===== src/hw/wrw_pkg.sv =====
// Constants, types and state layout of the windowed reset watchdog
package wrw_pkg;

	// Register bus
	localparam int           WRW_AW          = 8;
	localparam int           WRW_DW          = 32;
	localparam logic [7:0]   WRW_IDX_CTRL    = 8'h2a;
	localparam logic [7:0]   WRW_IDX_CFG     = 8'h2e;
	localparam logic [7:0]   WRW_IDX_STAT    = 8'h2f;
	localparam logic [7:0]   WRW_ADDR_CTRL   = 8'(WRW_IDX_CTRL * 4);
	localparam logic [7:0]   WRW_ADDR_CFG    = 8'(WRW_IDX_CFG * 4);
	localparam logic [7:0]   WRW_ADDR_STAT   = 8'(WRW_IDX_STAT * 4);
	localparam logic [1:0]   WRW_RESP_OKAY   = 2'h0;
	localparam logic [1:0]   WRW_RESP_SLVERR = 2'h2;

	// Control register fields and reset values
	localparam int           WRW_ACT_BIT     = 7;
	localparam int           WRW_CNT_W       = 7;
	localparam logic [6:0]   WRW_CNT_RST     = 7'h7f;
	localparam logic         WRW_ACT_RST     = 1'h0;
	localparam logic [6:0]   WRW_CNT_TRIP    = 7'h40;

	// Configuration and status fields
	localparam int           WRW_CFG_DLY_BIT = 0;
	localparam logic         WRW_DLY_LONG_RST = 1'h0;
	localparam int           WRW_ST_ACT_BIT  = 0;
	localparam int           WRW_ST_HALT_BIT = 1;
	localparam int           WRW_ST_AHLT_BIT = 2;
	localparam int           WRW_ST_DLY_BIT  = 3;

	// Timing in clock cycles
	localparam int           WRW_PRESC_DEF   = 16384;
	localparam int           WRW_PRESC_W     = 14;
	localparam int           WRW_DLY_SHORT   = 256;
	localparam int           WRW_DLY_LONG    = 4096;
	localparam int           WRW_DLY_W       = 12;

	typedef enum logic [2:0] {
		WRW_RUN,
		WRW_HALT_ONE,
		WRW_HALT_STOP,
		WRW_ACT_HALT,
		WRW_WAKE_DLY
	} wrw_mode_t;

	typedef struct packed {
		logic              awvalid;
		logic [WRW_AW-1:0] awaddr;
		logic              wvalid;
		logic [WRW_DW-1:0] wdata;
		logic [3:0]        wstrb;
		logic              bready;
		logic              arvalid;
		logic [WRW_AW-1:0] araddr;
		logic              rready;
	} wrw_axi_req_t;

	typedef struct packed {
		logic              awready;
		logic              wready;
		logic              bvalid;
		logic [1:0]        bresp;
		logic              arready;
		logic              rvalid;
		logic [WRW_DW-1:0] rdata;
		logic [1:0]        rresp;
	} wrw_axi_rsp_t;

	typedef struct packed {
		wrw_mode_t              mode;
		logic [WRW_CNT_W-1:0]   cnt;
		logic                   act;
		logic                   dly_long;
		logic [WRW_PRESC_W-1:0] presc;
		logic [WRW_DLY_W-1:0]   dly;
		logic                   rst;
		logic                   aw_got;
		logic [WRW_AW-1:0]      awaddr;
		logic                   w_got;
		logic [WRW_DW-1:0]      wdata;
		logic [3:0]             wstrb;
		logic                   bvalid;
		logic [1:0]             bresp;
		logic                   rvalid;
		logic [WRW_DW-1:0]      rdata;
		logic [1:0]             rresp;
	} wrw_state_t;

endpackage


===== src/hw/wrw_watchdog.sv =====
// Windowed reset watchdog with AXI4-Lite register slave
`timescale 1ns/1ps

// Overview of operation
// Plain halt: no reset, one more decrement, then stop until wake or reset
// External interrupt ends plain halt: counting resumes after 256/4096 cycles
// Reset ending halt restores disabled reset state unless hardware option
// Halt with halt-reset option, active watchdog and oscillator interrupt disabled resets at once
// Halt with oscillator interrupt enabled: active-halt, counter frozen
// Oscillator or external interrupt ends active-halt: count resumes at once
// Reset ending active-halt: counting resumes after 256/4096 cycles
// Hardware option keeps watchdog active, activation bit ignored
// Software should refresh the counter just before halt
// Activation bit is bit 7, set by software, cleared only by reset
// Watchdog resets only while active: activation bit set or hardware option selected
// Seven-bit counter in bits 6:0 decrements every 16384 clocks
// Reset issued when active counter steps from 40h to 3Fh
// Control register resets to 7Fh
// Slow and wait modes do not affect the watchdog
// Writing the control register loads the counter
// Writing zero to the activation bit does nothing
module wrw_watchdog
	import wrw_pkg::*;
#(
	parameter int PRESC_CYCLES = WRW_PRESC_DEF
) (
	// Clock, reset, enable
	input  wire logic         aclk,
	input  wire logic         aresetn,
	input  wire logic         ce,
	// AXI4-Lite slave
	input  wire wrw_axi_req_t axi_req,
	output wrw_axi_rsp_t      axi_rsp,
	// Option byte and clock controller
	input  wire logic         opt_hw_watchdog,
	input  wire logic         opt_halt_reset,
	input  wire logic         osc_irq_enable,
	// CPU power events, one-cycle pulses
	input  wire logic         halt_exec,
	input  wire logic         ext_irq_wake,
	input  wire logic         osc_irq_wake,
	input  wire logic         halt_exit_reset,
	// System side
	output logic              wdg_reset,
	output logic              wd_active
);

	localparam logic [WRW_PRESC_W-1:0] PRESC_LAST =
		WRW_PRESC_W'(PRESC_CYCLES - 1);

	wrw_state_t q;
	wrw_state_t d;
	logic       active;
	logic       tick;
	logic       wr_fire;
	logic       wr_ctrl;
	logic       wr_cfg;

	function automatic logic is_addr(input logic [WRW_AW-1:0] a,
		input logic [WRW_AW-1:0] reg_addr);
		is_addr = (a[WRW_AW-1:2] == reg_addr[WRW_AW-1:2]);
	endfunction

	function automatic logic is_mapped(input logic [WRW_AW-1:0] a);
		is_mapped = is_addr(a, WRW_ADDR_CTRL) || is_addr(a, WRW_ADDR_CFG) ||
			is_addr(a, WRW_ADDR_STAT);
	endfunction

	// Counter and activation back to their reset values
	function automatic wrw_state_t soft_reset(input wrw_state_t s);
		wrw_state_t r;
		r = s;
		r.cnt = WRW_CNT_RST;
		r.act = WRW_ACT_RST;
		r.presc = '0;
		return r;
	endfunction

	// Hold the counter for the selected wake-up delay
	function automatic wrw_state_t start_delay(input wrw_state_t s);
		wrw_state_t r;
		r = s;
		r.mode = WRW_WAKE_DLY;
		r.presc = '0;
		r.dly = s.dly_long ? WRW_DLY_W'(WRW_DLY_LONG - 1) :
			WRW_DLY_W'(WRW_DLY_SHORT - 1);
		return r;
	endfunction

	assign active = q.act | opt_hw_watchdog;
	assign tick = (q.presc == PRESC_LAST);
	assign wr_fire = q.aw_got && q.w_got && !q.bvalid;
	assign wr_ctrl = wr_fire && q.wstrb[0] && is_addr(q.awaddr, WRW_ADDR_CTRL);
	assign wr_cfg = wr_fire && q.wstrb[0] && is_addr(q.awaddr, WRW_ADDR_CFG);

	always_comb begin
		d = q;
		d.rst = 1'h0;

		// Write channels are taken independently, answered when both are in
		if (axi_req.awvalid && axi_rsp.awready) begin
			d.aw_got = 1'h1;
			d.awaddr = axi_req.awaddr;
		end
		if (axi_req.wvalid && axi_rsp.wready) begin
			d.w_got = 1'h1;
			d.wdata = axi_req.wdata;
			d.wstrb = axi_req.wstrb;
		end
		if (q.bvalid && axi_req.bready) begin
			d.bvalid = 1'h0;
		end
		if (wr_fire) begin
			d.aw_got = 1'h0;
			d.w_got = 1'h0;
			d.bvalid = 1'h1;
			d.bresp = is_mapped(q.awaddr) ? WRW_RESP_OKAY : WRW_RESP_SLVERR;
		end

		if (q.rvalid && axi_req.rready) begin
			d.rvalid = 1'h0;
		end
		if (axi_req.arvalid && axi_rsp.arready) begin
			d.rvalid = 1'h1;
			d.rresp = WRW_RESP_OKAY;
			d.rdata = '0;
			if (is_addr(axi_req.araddr, WRW_ADDR_CTRL)) begin
				d.rdata[WRW_ACT_BIT] = q.act;
				d.rdata[WRW_CNT_W-1:0] = q.cnt;
			end else if (is_addr(axi_req.araddr, WRW_ADDR_CFG)) begin
				d.rdata[WRW_CFG_DLY_BIT] = q.dly_long;
			end else if (is_addr(axi_req.araddr, WRW_ADDR_STAT)) begin
				d.rdata[WRW_ST_ACT_BIT] = active;
				d.rdata[WRW_ST_HALT_BIT] = (q.mode == WRW_HALT_ONE) ||
					(q.mode == WRW_HALT_STOP);
				d.rdata[WRW_ST_AHLT_BIT] = (q.mode == WRW_ACT_HALT);
				d.rdata[WRW_ST_DLY_BIT] = (q.mode == WRW_WAKE_DLY);
			end else begin
				d.rresp = WRW_RESP_SLVERR;
			end
		end

		// Prescaler only runs while the counter may step
		if ((q.mode == WRW_RUN) || (q.mode == WRW_HALT_ONE)) begin
			d.presc = tick ? '0 : q.presc + 1'b1;
		end

		case (q.mode)
			// Slow and wait never reach here as events; counting goes on
			WRW_RUN: begin
				if (tick) begin
					d.cnt = q.cnt - 1'b1;
					if (active && (q.cnt == WRW_CNT_TRIP)) begin
						d.rst = 1'h1;
					end
				end
				if (halt_exec) begin
					if (osc_irq_enable) begin
						d.mode = WRW_ACT_HALT;
						d.cnt = q.cnt;
					end else if (opt_halt_reset && active) begin
						d.rst = 1'h1;
					end else begin
						d.mode = WRW_HALT_ONE;
					end
				end
			end
			WRW_HALT_ONE: begin
				if (ext_irq_wake) begin
					d = start_delay(d);
				end else if (halt_exit_reset) begin
					d = soft_reset(d);
					d.mode = WRW_RUN;
				end else if (tick) begin
					// Last step before stopping never raises a reset
					d.cnt = q.cnt - 1'b1;
					d.mode = WRW_HALT_STOP;
				end
			end
			WRW_HALT_STOP: begin
				if (ext_irq_wake) begin
					d = start_delay(d);
				end else if (halt_exit_reset) begin
					d = soft_reset(d);
					d.mode = WRW_RUN;
				end
			end
			WRW_ACT_HALT: begin
				if (halt_exit_reset) begin
					d = soft_reset(d);
					d = start_delay(d);
				end else if (osc_irq_wake || ext_irq_wake) begin
					d.mode = WRW_RUN;
				end
			end
			WRW_WAKE_DLY: begin
				if (q.dly == '0) begin
					d.mode = WRW_RUN;
				end else begin
					d.dly = q.dly - 1'b1;
				end
			end
			default: begin
				d.mode = WRW_RUN;
			end
		endcase

		// A software refresh wins over a decrement in the same cycle
		if (wr_ctrl) begin
			d.cnt = q.wdata[WRW_CNT_W-1:0];
			if (q.wdata[WRW_ACT_BIT]) begin
				d.act = 1'h1;
			end
		end
		if (wr_cfg) begin
			d.dly_long = q.wdata[WRW_CFG_DLY_BIT];
		end
	end

	always_ff @(posedge aclk) begin
		if (!aresetn) begin
			q <= '0;
			q.mode <= WRW_RUN;
			q.cnt <= WRW_CNT_RST;
			q.act <= WRW_ACT_RST;
			q.dly_long <= WRW_DLY_LONG_RST;
		end else if (ce) begin
			q <= d;
		end
	end

	// Each channel holds a single item; ready drops while one is pending
	always_comb begin
		axi_rsp.awready = !q.aw_got && !q.bvalid;
		axi_rsp.wready = !q.w_got && !q.bvalid;
		axi_rsp.bvalid = q.bvalid;
		axi_rsp.bresp = q.bresp;
		axi_rsp.arready = !q.rvalid;
		axi_rsp.rvalid = q.rvalid;
		axi_rsp.rdata = q.rdata;
		axi_rsp.rresp = q.rresp;
	end

	assign wdg_reset = q.rst;
	assign wd_active = active;
endmodule


===== config.mk =====
export PLATFORM = sky130hd
export DESIGN_NAME = wrw_watchdog
export DESIGN_NICKNAME = d
export VERILOG_FILES = /design/src/hw/wrw_pkg.sv /design/src/hw/wrw_watchdog.sv
export SDC_FILE = /design/constraint.sdc
export NUM_CORES = 1
export LEC_CHECK = 0
export BUFFER_PORTS_ARGS = -buffer_cell sky130_fd_sc_hd__clkbuf_2
export CORE_MARGIN = 2
export CORE_UTILIZATION = 53
export DETAILED_ROUTE_END_ITERATION = 10
export PLACE_DENSITY = 0.81
export SETUP_SLACK_MARGIN = 0.2
export SKIP_CTS_REPAIR_TIMING = 1
export SLEW_MARGIN = 10
export SYNTH_ARGS = -nofsm -noshare
export SYNTH_HDL_FRONTEND = slang
export SYNTH_SLANG_ARGS = --single-unit

===== constraint.sdc =====
create_clock -name aclk -period 2.3 [get_ports aclk]
set_input_delay 0.23 -clock aclk [delete_from_list [all_inputs] [get_ports aclk]]
set_output_delay 0.23 -clock aclk [all_outputs]
set_load 0.01 [all_outputs]

======== Word-level counts from Yosys, hierarchy flattened ========
Index checks and enable logic that the tools add are counted.
word-level totals
  register bits ........................... 123
  bits in latches ......................... 0
  RAM bits ................................ 0
  ROM bits ................................ 0
  bits of input ports ..................... 67
  output and inout port bits .............. 43
  logic and storage cells ................. 130
  memories ................................ 0
cells by class
  $add $sub $neg .......................... 3
  multiply operators ...................... 0
  divide/modulo/power cells ............... 0
  order comparisons ....................... 0
  equality and inequality tests ........... 28
  shift-type cells ........................ 0
  mux-type cells .......................... 50
  bitwise operators ....................... 1
  reduce and logical (&&, ||, !) cells .... 31
operators by type and width
  operator                                                         count
  123-bit 2-to-1 mux                                               3
  84-bit case mux with 3 select lines                              1
  120-bit 2-to-1 mux                                               1
  113-bit 2-to-1 mux                                               1
  12-bit case mux with 4 select lines                              1
  16-bit case mux with 3 select lines                              1
  37-bit 2-to-1 mux                                                1
  6-bit equality test, second input constant                       6
  35-bit 2-to-1 mux                                                1
  10-bit 2-to-1 mux                                                3
  14-bit 2-to-1 mux                                                2
  7-bit case mux with 4 select lines                               1
  12-bit 2-to-1 mux                                                2
  3-bit 2-to-1 mux                                                 7
  3-bit inequality test, second input constant                     6
  3-bit case mux with 5 select lines                               1
  14-bit by 1-bit adder with 14-bit output, second input constant  1
  14-bit equality test, second input constant                      1
  1-bit logical AND                                                14
  7-bit 2-to-1 mux                                                 2
  12-bit zero test                                                 1
  1-bit 2-to-1 mux                                                 12
  4-bit 2-to-1 mux                                                 3
  4-bit inequality test, second input constant                     3
  23 further kinds                                                 38

======== Logic depth before layout (Yosys ltp) ========
Gate-level depths: netlist (run 1).
  depth in word-level cells ............... 11
  depth in mapped cells ................... 8
  depth with buffers taken out ............ 7

======== Least setup slack after synthesis (run 1) ========
No wires, ideal clock.
  kind .................................... reg-to-reg
  start point ............................. register q[87] (netlist bit)
  end point ............................... register q[93] (netlist bit)
  setup time .............................. 115 ps
  arrival time ............................ 1879 ps
  data required time ...................... 2185 ps
  slack ................................... 306 ps
  cell stages (with the launch flop) ...... 8
  path buffers ............................ 2
  period minus slack after synthesis ...... 1994 ps
  cell sequence ........................... dfxtp_1 or4_1 buf_2 nor4_4 a2bb2oi_4 buf_6 a21oi_1 o21a_1
on the way
  cells in the longest elaborated chain, start to end .. 3
  elaborated cells on any way between the ends .. 6
  classes of those cells .................. add/sub (1); eq/ne (1); mux (2); reduce/logical (2)
ends and longest elaborated chain
  item                                                                               RTL line                                  RTL
  from (decl)                                                                        wrw_watchdog.sv:51                        wrw_state_t q;
  12-bit by 1-bit subtractor with 12-bit output or 12-bit zero test (tied branches)  wrw_watchdog.sv:200, wrw_watchdog.sv:197
  12-bit 2-to-1 mux or 2-bit inequality test (tied branches)                         -
  12-bit case mux with 4 select lines or 6-bit AND reduction (tied branches)         -
Several ways; a longest one is shown, not always the timed one. The select of a mux whose other input is x is not followed.
A chain may end at the register's enable or synchronous reset.

======== Worst setup path in the final report (run 1) ========
  start point ............................. register q[97] (netlist bit)
  end point ............................... register q[114] (netlist bit)
on the way
  cells in the longest elaborated chain, start to end .. 6
  elaborated cells on any way between the ends .. 8
  classes of those cells .................. eq/ne (2); mux (5); reduce/logical (1)
ends and longest elaborated chain
  item                                RTL line             RTL
  14-bit equality test *              wrw_watchdog.sv:91   assign tick = (q.presc == PRESC_LAST);
  7-bit 2-to-1 mux                    wrw_watchdog.sv:151  if (tick) begin
  7-bit 2-to-1 mux                    wrw_watchdog.sv:158  if (osc_irq_enable) begin
  10-bit 2-to-1 mux                   wrw_watchdog.sv:157  if (halt_exec) begin
  7-bit case mux with 4 select lines  wrw_watchdog.sv:148  case (q.mode)
  8-bit 2-to-1 mux                    wrw_watchdog.sv:209  if (wr_ctrl) begin
Mark *: on every way between the ends. The rest lies on a longest branch, timed or not. The select of a mux whose other input is x is not followed.

==> flow_summary.rst, run 1 <==
.. list-table::
   :header-rows: 1

   * - Metric
     - Value
   * - Run status
     - complete, no violations
   * - Synth-to-Final Area Change
     - 14.97%
   * - TritonCTS clock tree
     - done
   * - Arrival time at the worst endpoint
     - 2.30 ns
   * - CTS sink count
     - 68
   * - Area of all placed cells without fillers
     - 4537 sq um
   * - Setup repair after global routing missed its margin
     - true
   * - Sw Pwr
     - 0.9207 mW
   * - Largest buffer count on any clock path
     - 2
   * - Layout cells sized above 1
     - 0.2340
   * - Sequential fraction of design power
     - 0.398
   * - Height of the die
     - 90.29 um
   * - Number of clock buffers inserted by TritonCTS
     - 9
   * - Top-level I/O count
     - 110
   * - Number of max-capacitance violations reported
     - 0
   * - Fraction of post-synthesis cell area in the top cell type by area
     - 0.3450
   * - Cells taking the most area after synthesis
     - sky130_fd_sc_hd__dfxtp_1 (34%), sky130_fd_sc_hd__buf_4 (7.2%), sky130_fd_sc_hd__nand2_1 (5.0%), sky130_fd_sc_hd__nor2_1 (4.9%), sky130_fd_sc_hd__a21oi_1 (4.7%)
   * - Req. time, crit path
     - 2.55 ns
   * - Most instantiated cells after synthesis
     - sky130_fd_sc_hd__dfxtp_1 (68), sky130_fd_sc_hd__nand2_1 (53), sky130_fd_sc_hd__nor2_1 (52)
   * - Average routed wire per standard cell
     - 14.83 um
   * - Worst-Skew Late Latency
     - 0.36 ns
   * - Instance count of the mapped netlist
     - 491
   * - Most instantiated library cell after synthesis
     - sky130_fd_sc_hd__dfxtp_1
   * - Antenna cell count
     - 0
   * - Power Dens Cells
     - 717.6 nW/um^2
   * - Average footprint of a synthesized cell
     - 8.037 sq um
   * - Worst hold slack
     - 0.09271 ns
   * - PnR Total Power
     - 3.256 mW
   * - Placer's final routability congestion estimate
     - 0.8841
   * - Total Nets Final
     - 614
   * - Routed via count
     - 3660
   * - Root buffer selected by CTS
     - sky130_fd_sc_hd__clkbuf_8
   * - Synth Cell Area
     - 3946 sq um
   * - Ratio of final minimum period to clock period
     - 0.8921
   * - Number of H-tree branching levels
     - 3
   * - Register area share after synthesis
     - 0.3450
   * - Internal Pwr Total
     - 2.335 mW
   * - IR drop worst, VDD
     - 0.3483 mV
   * - Die area
     - 8152 sq um
   * - Tightest Pin Transition
     - 0.5557 ns
   * - Initial antenna violation count
     - 0
   * - Final hold violations
     - 0
   * - Residual DRC count
     - 0
   * - Final number of max-transition violations
     - 0
   * - Number of enable-type register cells in the synthesized netlist
     - 0
   * - Clock transition at the register clock pins on the worst setup and hold paths after CTS
     - 0.08 ns
   * - Async S/R FF share, synth
     - 0
   * - PnR worst setup slack
     - 0.2481 ns
   * - Pre-Repair DR Iteration Count
     - 7
   * - Count of buffers from port buffering
     - 52
   * - Switching part of the total power
     - 0.2828
   * - Setup violation total in the final timing report
     - 0
   * - Largest fanout on the critical path
     - 4
   * - Die Span X
     - 90.29 um
   * - Time the final worst path needs with I/O delays and setup
     - 2.052 ns
   * - Setup Crit Path Kind
     - reg -> reg
   * - Placed Instance Area
     - 4210 sq um
   * - Worst slack after detailed placement
     - 0.05643 ns
   * - Final wirelength
     - 9.578 mm
   * - Headroom to the max-slew limit
     - 0.6261
   * - Top achievable clock speed
     - 487.3 MHz
   * - Final Skew
     - 0.01199 ns
   * - Vias per Instance
     - 5.666
   * - Worst setup EP type
     - register
   * - Layout fillers
     - 629
   * - Count of synthesis-stage warnings from yosys
     - 0
   * - FF+latch count, synth
     - 68
   * - Post-DP HPWL
     - 6.685 mm
   * - Most frequently used flop master after synthesis
     - sky130_fd_sc_hd__dfxtp_1
   * - Post-synthesis cell type count
     - 61
   * - Gr usage total
     - 0.2313
   * - Number of cell rows
     - 31
   * - Wire length of the first global-routing pass
     - 15.62 mm
   * - Fraction of power consumed by the clock network
     - 0.414
   * - Largest area contributor in the synthesized netlist
     - sky130_fd_sc_hd__dfxtp_1
   * - Leakage power total
     - 1.776 nW
   * - Critical Path Start Type
     - register
   * - Antenna-violating nets left
     - 0
   * - Worst Hold Class
     - in -> reg
   * - Fin Setup TNS
     - 0 ns
   * - Vias in the first global route
     - 3548
   * - Core area
     - 7214 sq um
   * - Starting DRC count in detailed routing
     - 250
   * - Power share of the combinational group
     - 0.188
   * - Effective utilization at floorplan
     - 0.5470
   * - Total grt overflow
     - 0
   * - Pin count of the biggest net entering global routing
     - 36
==> layout by cell type (no fill, tap or decap), drive strengths merged, types with 3 or more instances in the layout <==
master and n:
a31oi 3, a211o 3, nand3b 3, o21a 4, nor3 13, o31ai 5
a221oi 3, and3 5, xnor2 9, conb 26, inv 14, buf 27
or3b 4, a21oi 42, o211ai 3, nor2 52, nand3 23, clkbuf 61
nor4b 3, or4 5, a21o 3, o21ai 18, bufinv 4, a211oi 15
dfxtp 68, nor2b 4, nand4 4, xor2 5, nand2 53, nor4 11
mux2i 15, nand2b 5, ha 5, nor3b 4
==> power by group through the flow <==
stage          clock, mW  combinational (mW)  sequential [mW]
3_5_place_dp           0               0.585             1.32
2_1_floorplan          0               0.490             1.28
6_report            1.35               0.612             1.29
5_1_grt             1.42               0.674             1.30
3_3_place_gp           0               0.570             1.31
4_1_cts             1.36               0.589             1.29
==> cells by family after synthesis <==
logic type | synth area share
adders and majority gates | 0.01585
xor gates and xnor gates | 0.03107
and+or+nand+nor | 0.2555
AOI/OAI and AO/OA | 0.1937
muxes | 0.04375
other | 0.0009503
DFF | 0.3450
buffers and inverters | 0.1141
==> final timing paths <==
| kind | startpoint | endpoint | slack [ns] | cells past startpoint |
|---|---|---|---|---|
| worst min register to register | axi_rsp[6] | axi_rsp[6] | 0.45 | 2 |
| worst max register to register | q[97] | q[114] | 0.25 | 7 |
| worst min-delay path | axi_req[11] | q[38] | 0.09 | 3 |
| worst max-delay path | q[97] | q[114] | 0.25 | 7 |
==> state kept, by name, indices dropped and copies added, names as in the netlist <==
register	flops
wdg_reset	1
axi_rsp	12
q	55
==> critical path, stage by stage, from the launching register on <==
cell                      delay, ns
sky130_fd_sc_hd__dfxtp_1       0.34
sky130_fd_sc_hd__ha_1          0.23
sky130_fd_sc_hd__nand3_2       0.11
sky130_fd_sc_hd__nor4_1        0.07
sky130_fd_sc_hd__buf_4         0.15
sky130_fd_sc_hd__or3b_2        0.47
sky130_fd_sc_hd__a31oi_4       0.22
sky130_fd_sc_hd__mux2_2        0.36
==> through the flow <==
step / utilization / cells
floorplan: - / 516
global placement: 0.5836 / 628
detailed placement: 0.5836 / 628
CTS: 0.6211 / 644
global route: 0.6289 / 646
finish: 0.6289 / 646
==> layer usage <==
layer	routed length (um)	up-vias	track usage
li1	-	1790	-
met4	242	0	0.1115
met2	4788	118	0.3972
met5	0	-	0
met3	547	24	0.04758
met1	4000	1728	0.2759
==> cell type report <==
cell class	count	area, sq um	area share
Clock buffer	9	123.9	0.02730
Multi-Input combinational cell	371	2263	0.4989
Inverter	13	48.80	0.01076
Timing Repair Buffer	79	466.7	0.1029
Sequential cell	68	1364	0.3006
Tap cell	99	123.9	0.02730
Clock inverter	7	146.4	0.03227
Note: power is estimated with default switching activity, not from simulation.
==> run 2, diff against run 1 <==
--- a/config.mk
+++ b/config.mk
@@ -6,6 +6,7 @@
 export NUM_CORES = 1
 export LEC_CHECK = 0
 export BUFFER_PORTS_ARGS = -buffer_cell sky130_fd_sc_hd__clkbuf_2
+export CORE_ASPECT_RATIO = 1.5
 export CORE_MARGIN = 2
 export CORE_UTILIZATION = 53
 export DETAILED_ROUTE_END_ITERATION = 10
==> run 2 against run 1 <==
Against the previous run:
- register-to-register slack better by 0.04 ns
- largest cell class unchanged
- sequential share of layout area is 0.35 points higher
- sequential cell count stayed put
- setup slack better by 0.035 ns
- first-iteration DRC count is 2.4% higher
- largest power group is now sequential cells
- clock-buffer cell count stayed put
- critical path depth stayed put
==> flow_summary.rst, run 2 (same netlist as run 1, synthesis figures left out) <==
.. list-table::
   :header-rows: 1

   * - Metric
     - Value
   * - Setup Crit Path Kind
     - reg -> reg
   * - Worst Hold Class
     - in -> reg
   * - Max incr delay on CP
     - 0.47 ns
   * - Clock transition at the register clock pins on the worst setup and hold paths after CTS
     - 0.09 ns
   * - Power Dens Cells
     - 652.6 nW/um^2
   * - CP delay by family, top
     - simple AND/OR/NAND/NOR gates
   * - Headroom to the max-slew limit
     - 0.6537
   * - Most common library cell in the layout ignoring fill and taps
     - sky130_fd_sc_hd__dfxtp_1
   * - Power share of the combinational group
     - 0.207
   * - Global Route met1 Usage
     - 0.2835
   * - Antenna cell count
     - 0
   * - Arrival time at the worst endpoint
     - 2.27 ns
   * - Largest fanout on the critical path
     - 4
   * - Final wirelength
     - 9.236 mm
   * - Residual DRC count
     - 0
   * - Number of clock buffers inserted by TritonCTS
     - 9
   * - Placer's final routability congestion estimate
     - 0.8699
   * - Antenna-violating nets left
     - 0
   * - IR drop worst, VDD
     - 0.4215 mV
   * - Pre-Repair DR Iteration Count
     - 5
   * - Pin count of the biggest net entering global routing
     - 36
   * - Vias per Instance
     - 5.634
   * - Number of flip-flops under the largest register name
     - 55
   * - Starting DRC count in detailed routing
     - 256
   * - Wire length of the first global-routing pass
     - 15.01 mm
   * - Final hold violations
     - 0
   * - Number of H-tree branching levels
     - 3
   * - Critical Path Start Type
     - register
   * - Sw Pwr
     - 0.9199 mW
   * - Total Nets Final
     - 614
   * - Top achievable clock speed
     - 495.8 MHz
   * - Worst setup EP type
     - register
   * - TritonCTS clock tree
     - done
   * - Leakage power total
     - 1.752 nW
   * - Internal Pwr Total
     - 2.007 mW
   * - Final number of max-transition violations
     - 0
   * - Global routing usage on met3
     - 0.04491
   * - Post-DP HPWL
     - 6.612 mm
   * - Most flops, register
     - q
   * - # placed instances
     - 630
   * - Sequential fraction of design power
     - 0.442
   * - Largest buffer count on any clock path
     - 2
   * - Layout cells sized above 1
     - 0.2322
   * - Final core utilization
     - 0.6205
   * - Number of max-capacitance violations reported
     - 0
   * - Switching part of the total power
     - 0.3143
   * - Most frequent cells in the layout
     - sky130_fd_sc_hd__dfxtp_1 (66), sky130_fd_sc_hd__nand2_1 (53), sky130_fd_sc_hd__nor2_1 (52), sky130_fd_sc_hd__clkbuf_2 (52), sky130_fd_sc_hd__a21oi_1 (37)
   * - Worst hold slack
     - 0.08467 ns
   * - Total grt overflow
     - 0
   * - Time the final worst path needs with I/O delays and setup
     - 2.017 ns
   * - Req. time, crit path
     - 2.55 ns
   * - Initial antenna violation count
     - 0
   * - Top-level I/O count
     - 110
   * - Final Skew
     - 0.01261 ns
   * - Most used routing layer
     - met2
   * - Number of buffer and inverter instances along the worst setup path
     - 1
   * - Non-filler cells in the finished layout
     - 647
   * - Effective utilization at floorplan
     - 0.5461
   * - Height of the die
     - 109.7 um
   * - Layout fillers
     - 631
   * - Gr usage total
     - 0.2343
   * - Met2 usage in global routing
     - 0.3919
   * - Ratio of final minimum period to clock period
     - 0.8768
   * - CTS sink count
     - 68
   * - Worst slack after detailed placement
     - 0.07681 ns
   * - Die area
     - 8166 sq um
   * - PnR worst setup slack
     - 0.2833 ns
   * - Die Span X
     - 74.46 um
   * - Tightest Pin Transition
     - 0.5147 ns
   * - Fraction of power consumed by the clock network
     - 0.351
   * - Average routed wire per standard cell
     - 14.28 um
   * - Routed via count
     - 3645
   * - Worst-Skew Late Latency
     - 0.36 ns
   * - Root buffer selected by CTS
     - sky130_fd_sc_hd__clkbuf_8
   * - Setup violation total in the final timing report
     - 0
   * - CP max-delay cell
     - sky130_fd_sc_hd__or3b_2
   * - Count of buffers from port buffering
     - 52
   * - Cell-by-cell trace of the critical path
     - ha_2, nand3_2, nor4_1, buf_4, or3b_2, a31oi_4, mux2_2
   * - Fin Setup TNS
     - 0 ns
   * - Number of cell rows
     - 38
   * - Setup repair after global routing missed its margin
     - false
   * - Core area
     - 7227 sq um
   * - Synth-to-Final Area Change
     - 13.63%
   * - Vias in the first global route
     - 3375
   * - Run status
     - complete, no violations
-- run 2: worst register-to-register path, delay by kind of cell (launching register included) --
family | cells | cell delay [ns]
DFF | 1 | 0.34
AOI/OAI and AO/OA | 1 | 0.25
muxes | 1 | 0.36
adders and majority gates | 1 | 0.20
buffers and inverters | 1 | 0.14
and+or+nand+nor | 3 | 0.63
-- run 2: final cells by class --
type / instances / area [sq um] / area share
multi-input combinational: 371 / 2253 / 0.5025
clock buffer: 9 / 123.9 / 0.02762
inverter: 13 / 48.80 / 0.01088
sequential: 68 / 1364 / 0.3041
clock inverter: 7 / 81.33 / 0.01814
timing repair buffer: 79 / 488.0 / 0.1088
tap: 100 / 125.1 / 0.02790
-- run 2: worst paths after layout --
| kind | startpoint | end | slack [ns] | cells after the start |
|---|---|---|---|---|
| max | q[97] | q[114] | 0.28 | 7 |
| min | axi_req[20] | q[47] | 0.08 | 3 |
| max reg2reg | q[97] | q[114] | 0.28 | 7 |
| min reg2reg | axi_rsp[7] | axi_rsp[7] | 0.46 | 2 |
-- run 2: power groups by stage --
stage	clock network, mW	logic (mW)	registers (mW)
6_report	1.03	0.605	1.29
5_1_grt	1.09	0.664	1.30
4_1_cts	1.05	0.585	1.29
3_5_place_dp	0	0.579	1.32
3_3_place_gp	0	0.566	1.31
2_1_floorplan	0	0.490	1.28
-- run 2: through the flow --
| step | area [sq um] | power, mW |
|---|---|---|
| global placement | 4232 | 1.879 |
| floorplan | 4040 | 1.775 |
| global route | 4484 | 3.053 |
| detailed placement | 4232 | 1.896 |
| finish | 4484 | 2.926 |
| CTS | 4437 | 2.923 |
-- run 2: layer usage --
layer  up-vias  wire length (um)
li1       1783                 -
met1      1702              3856
met2       135              4615
met3        25               533
met4         0               231
met5         -                 0
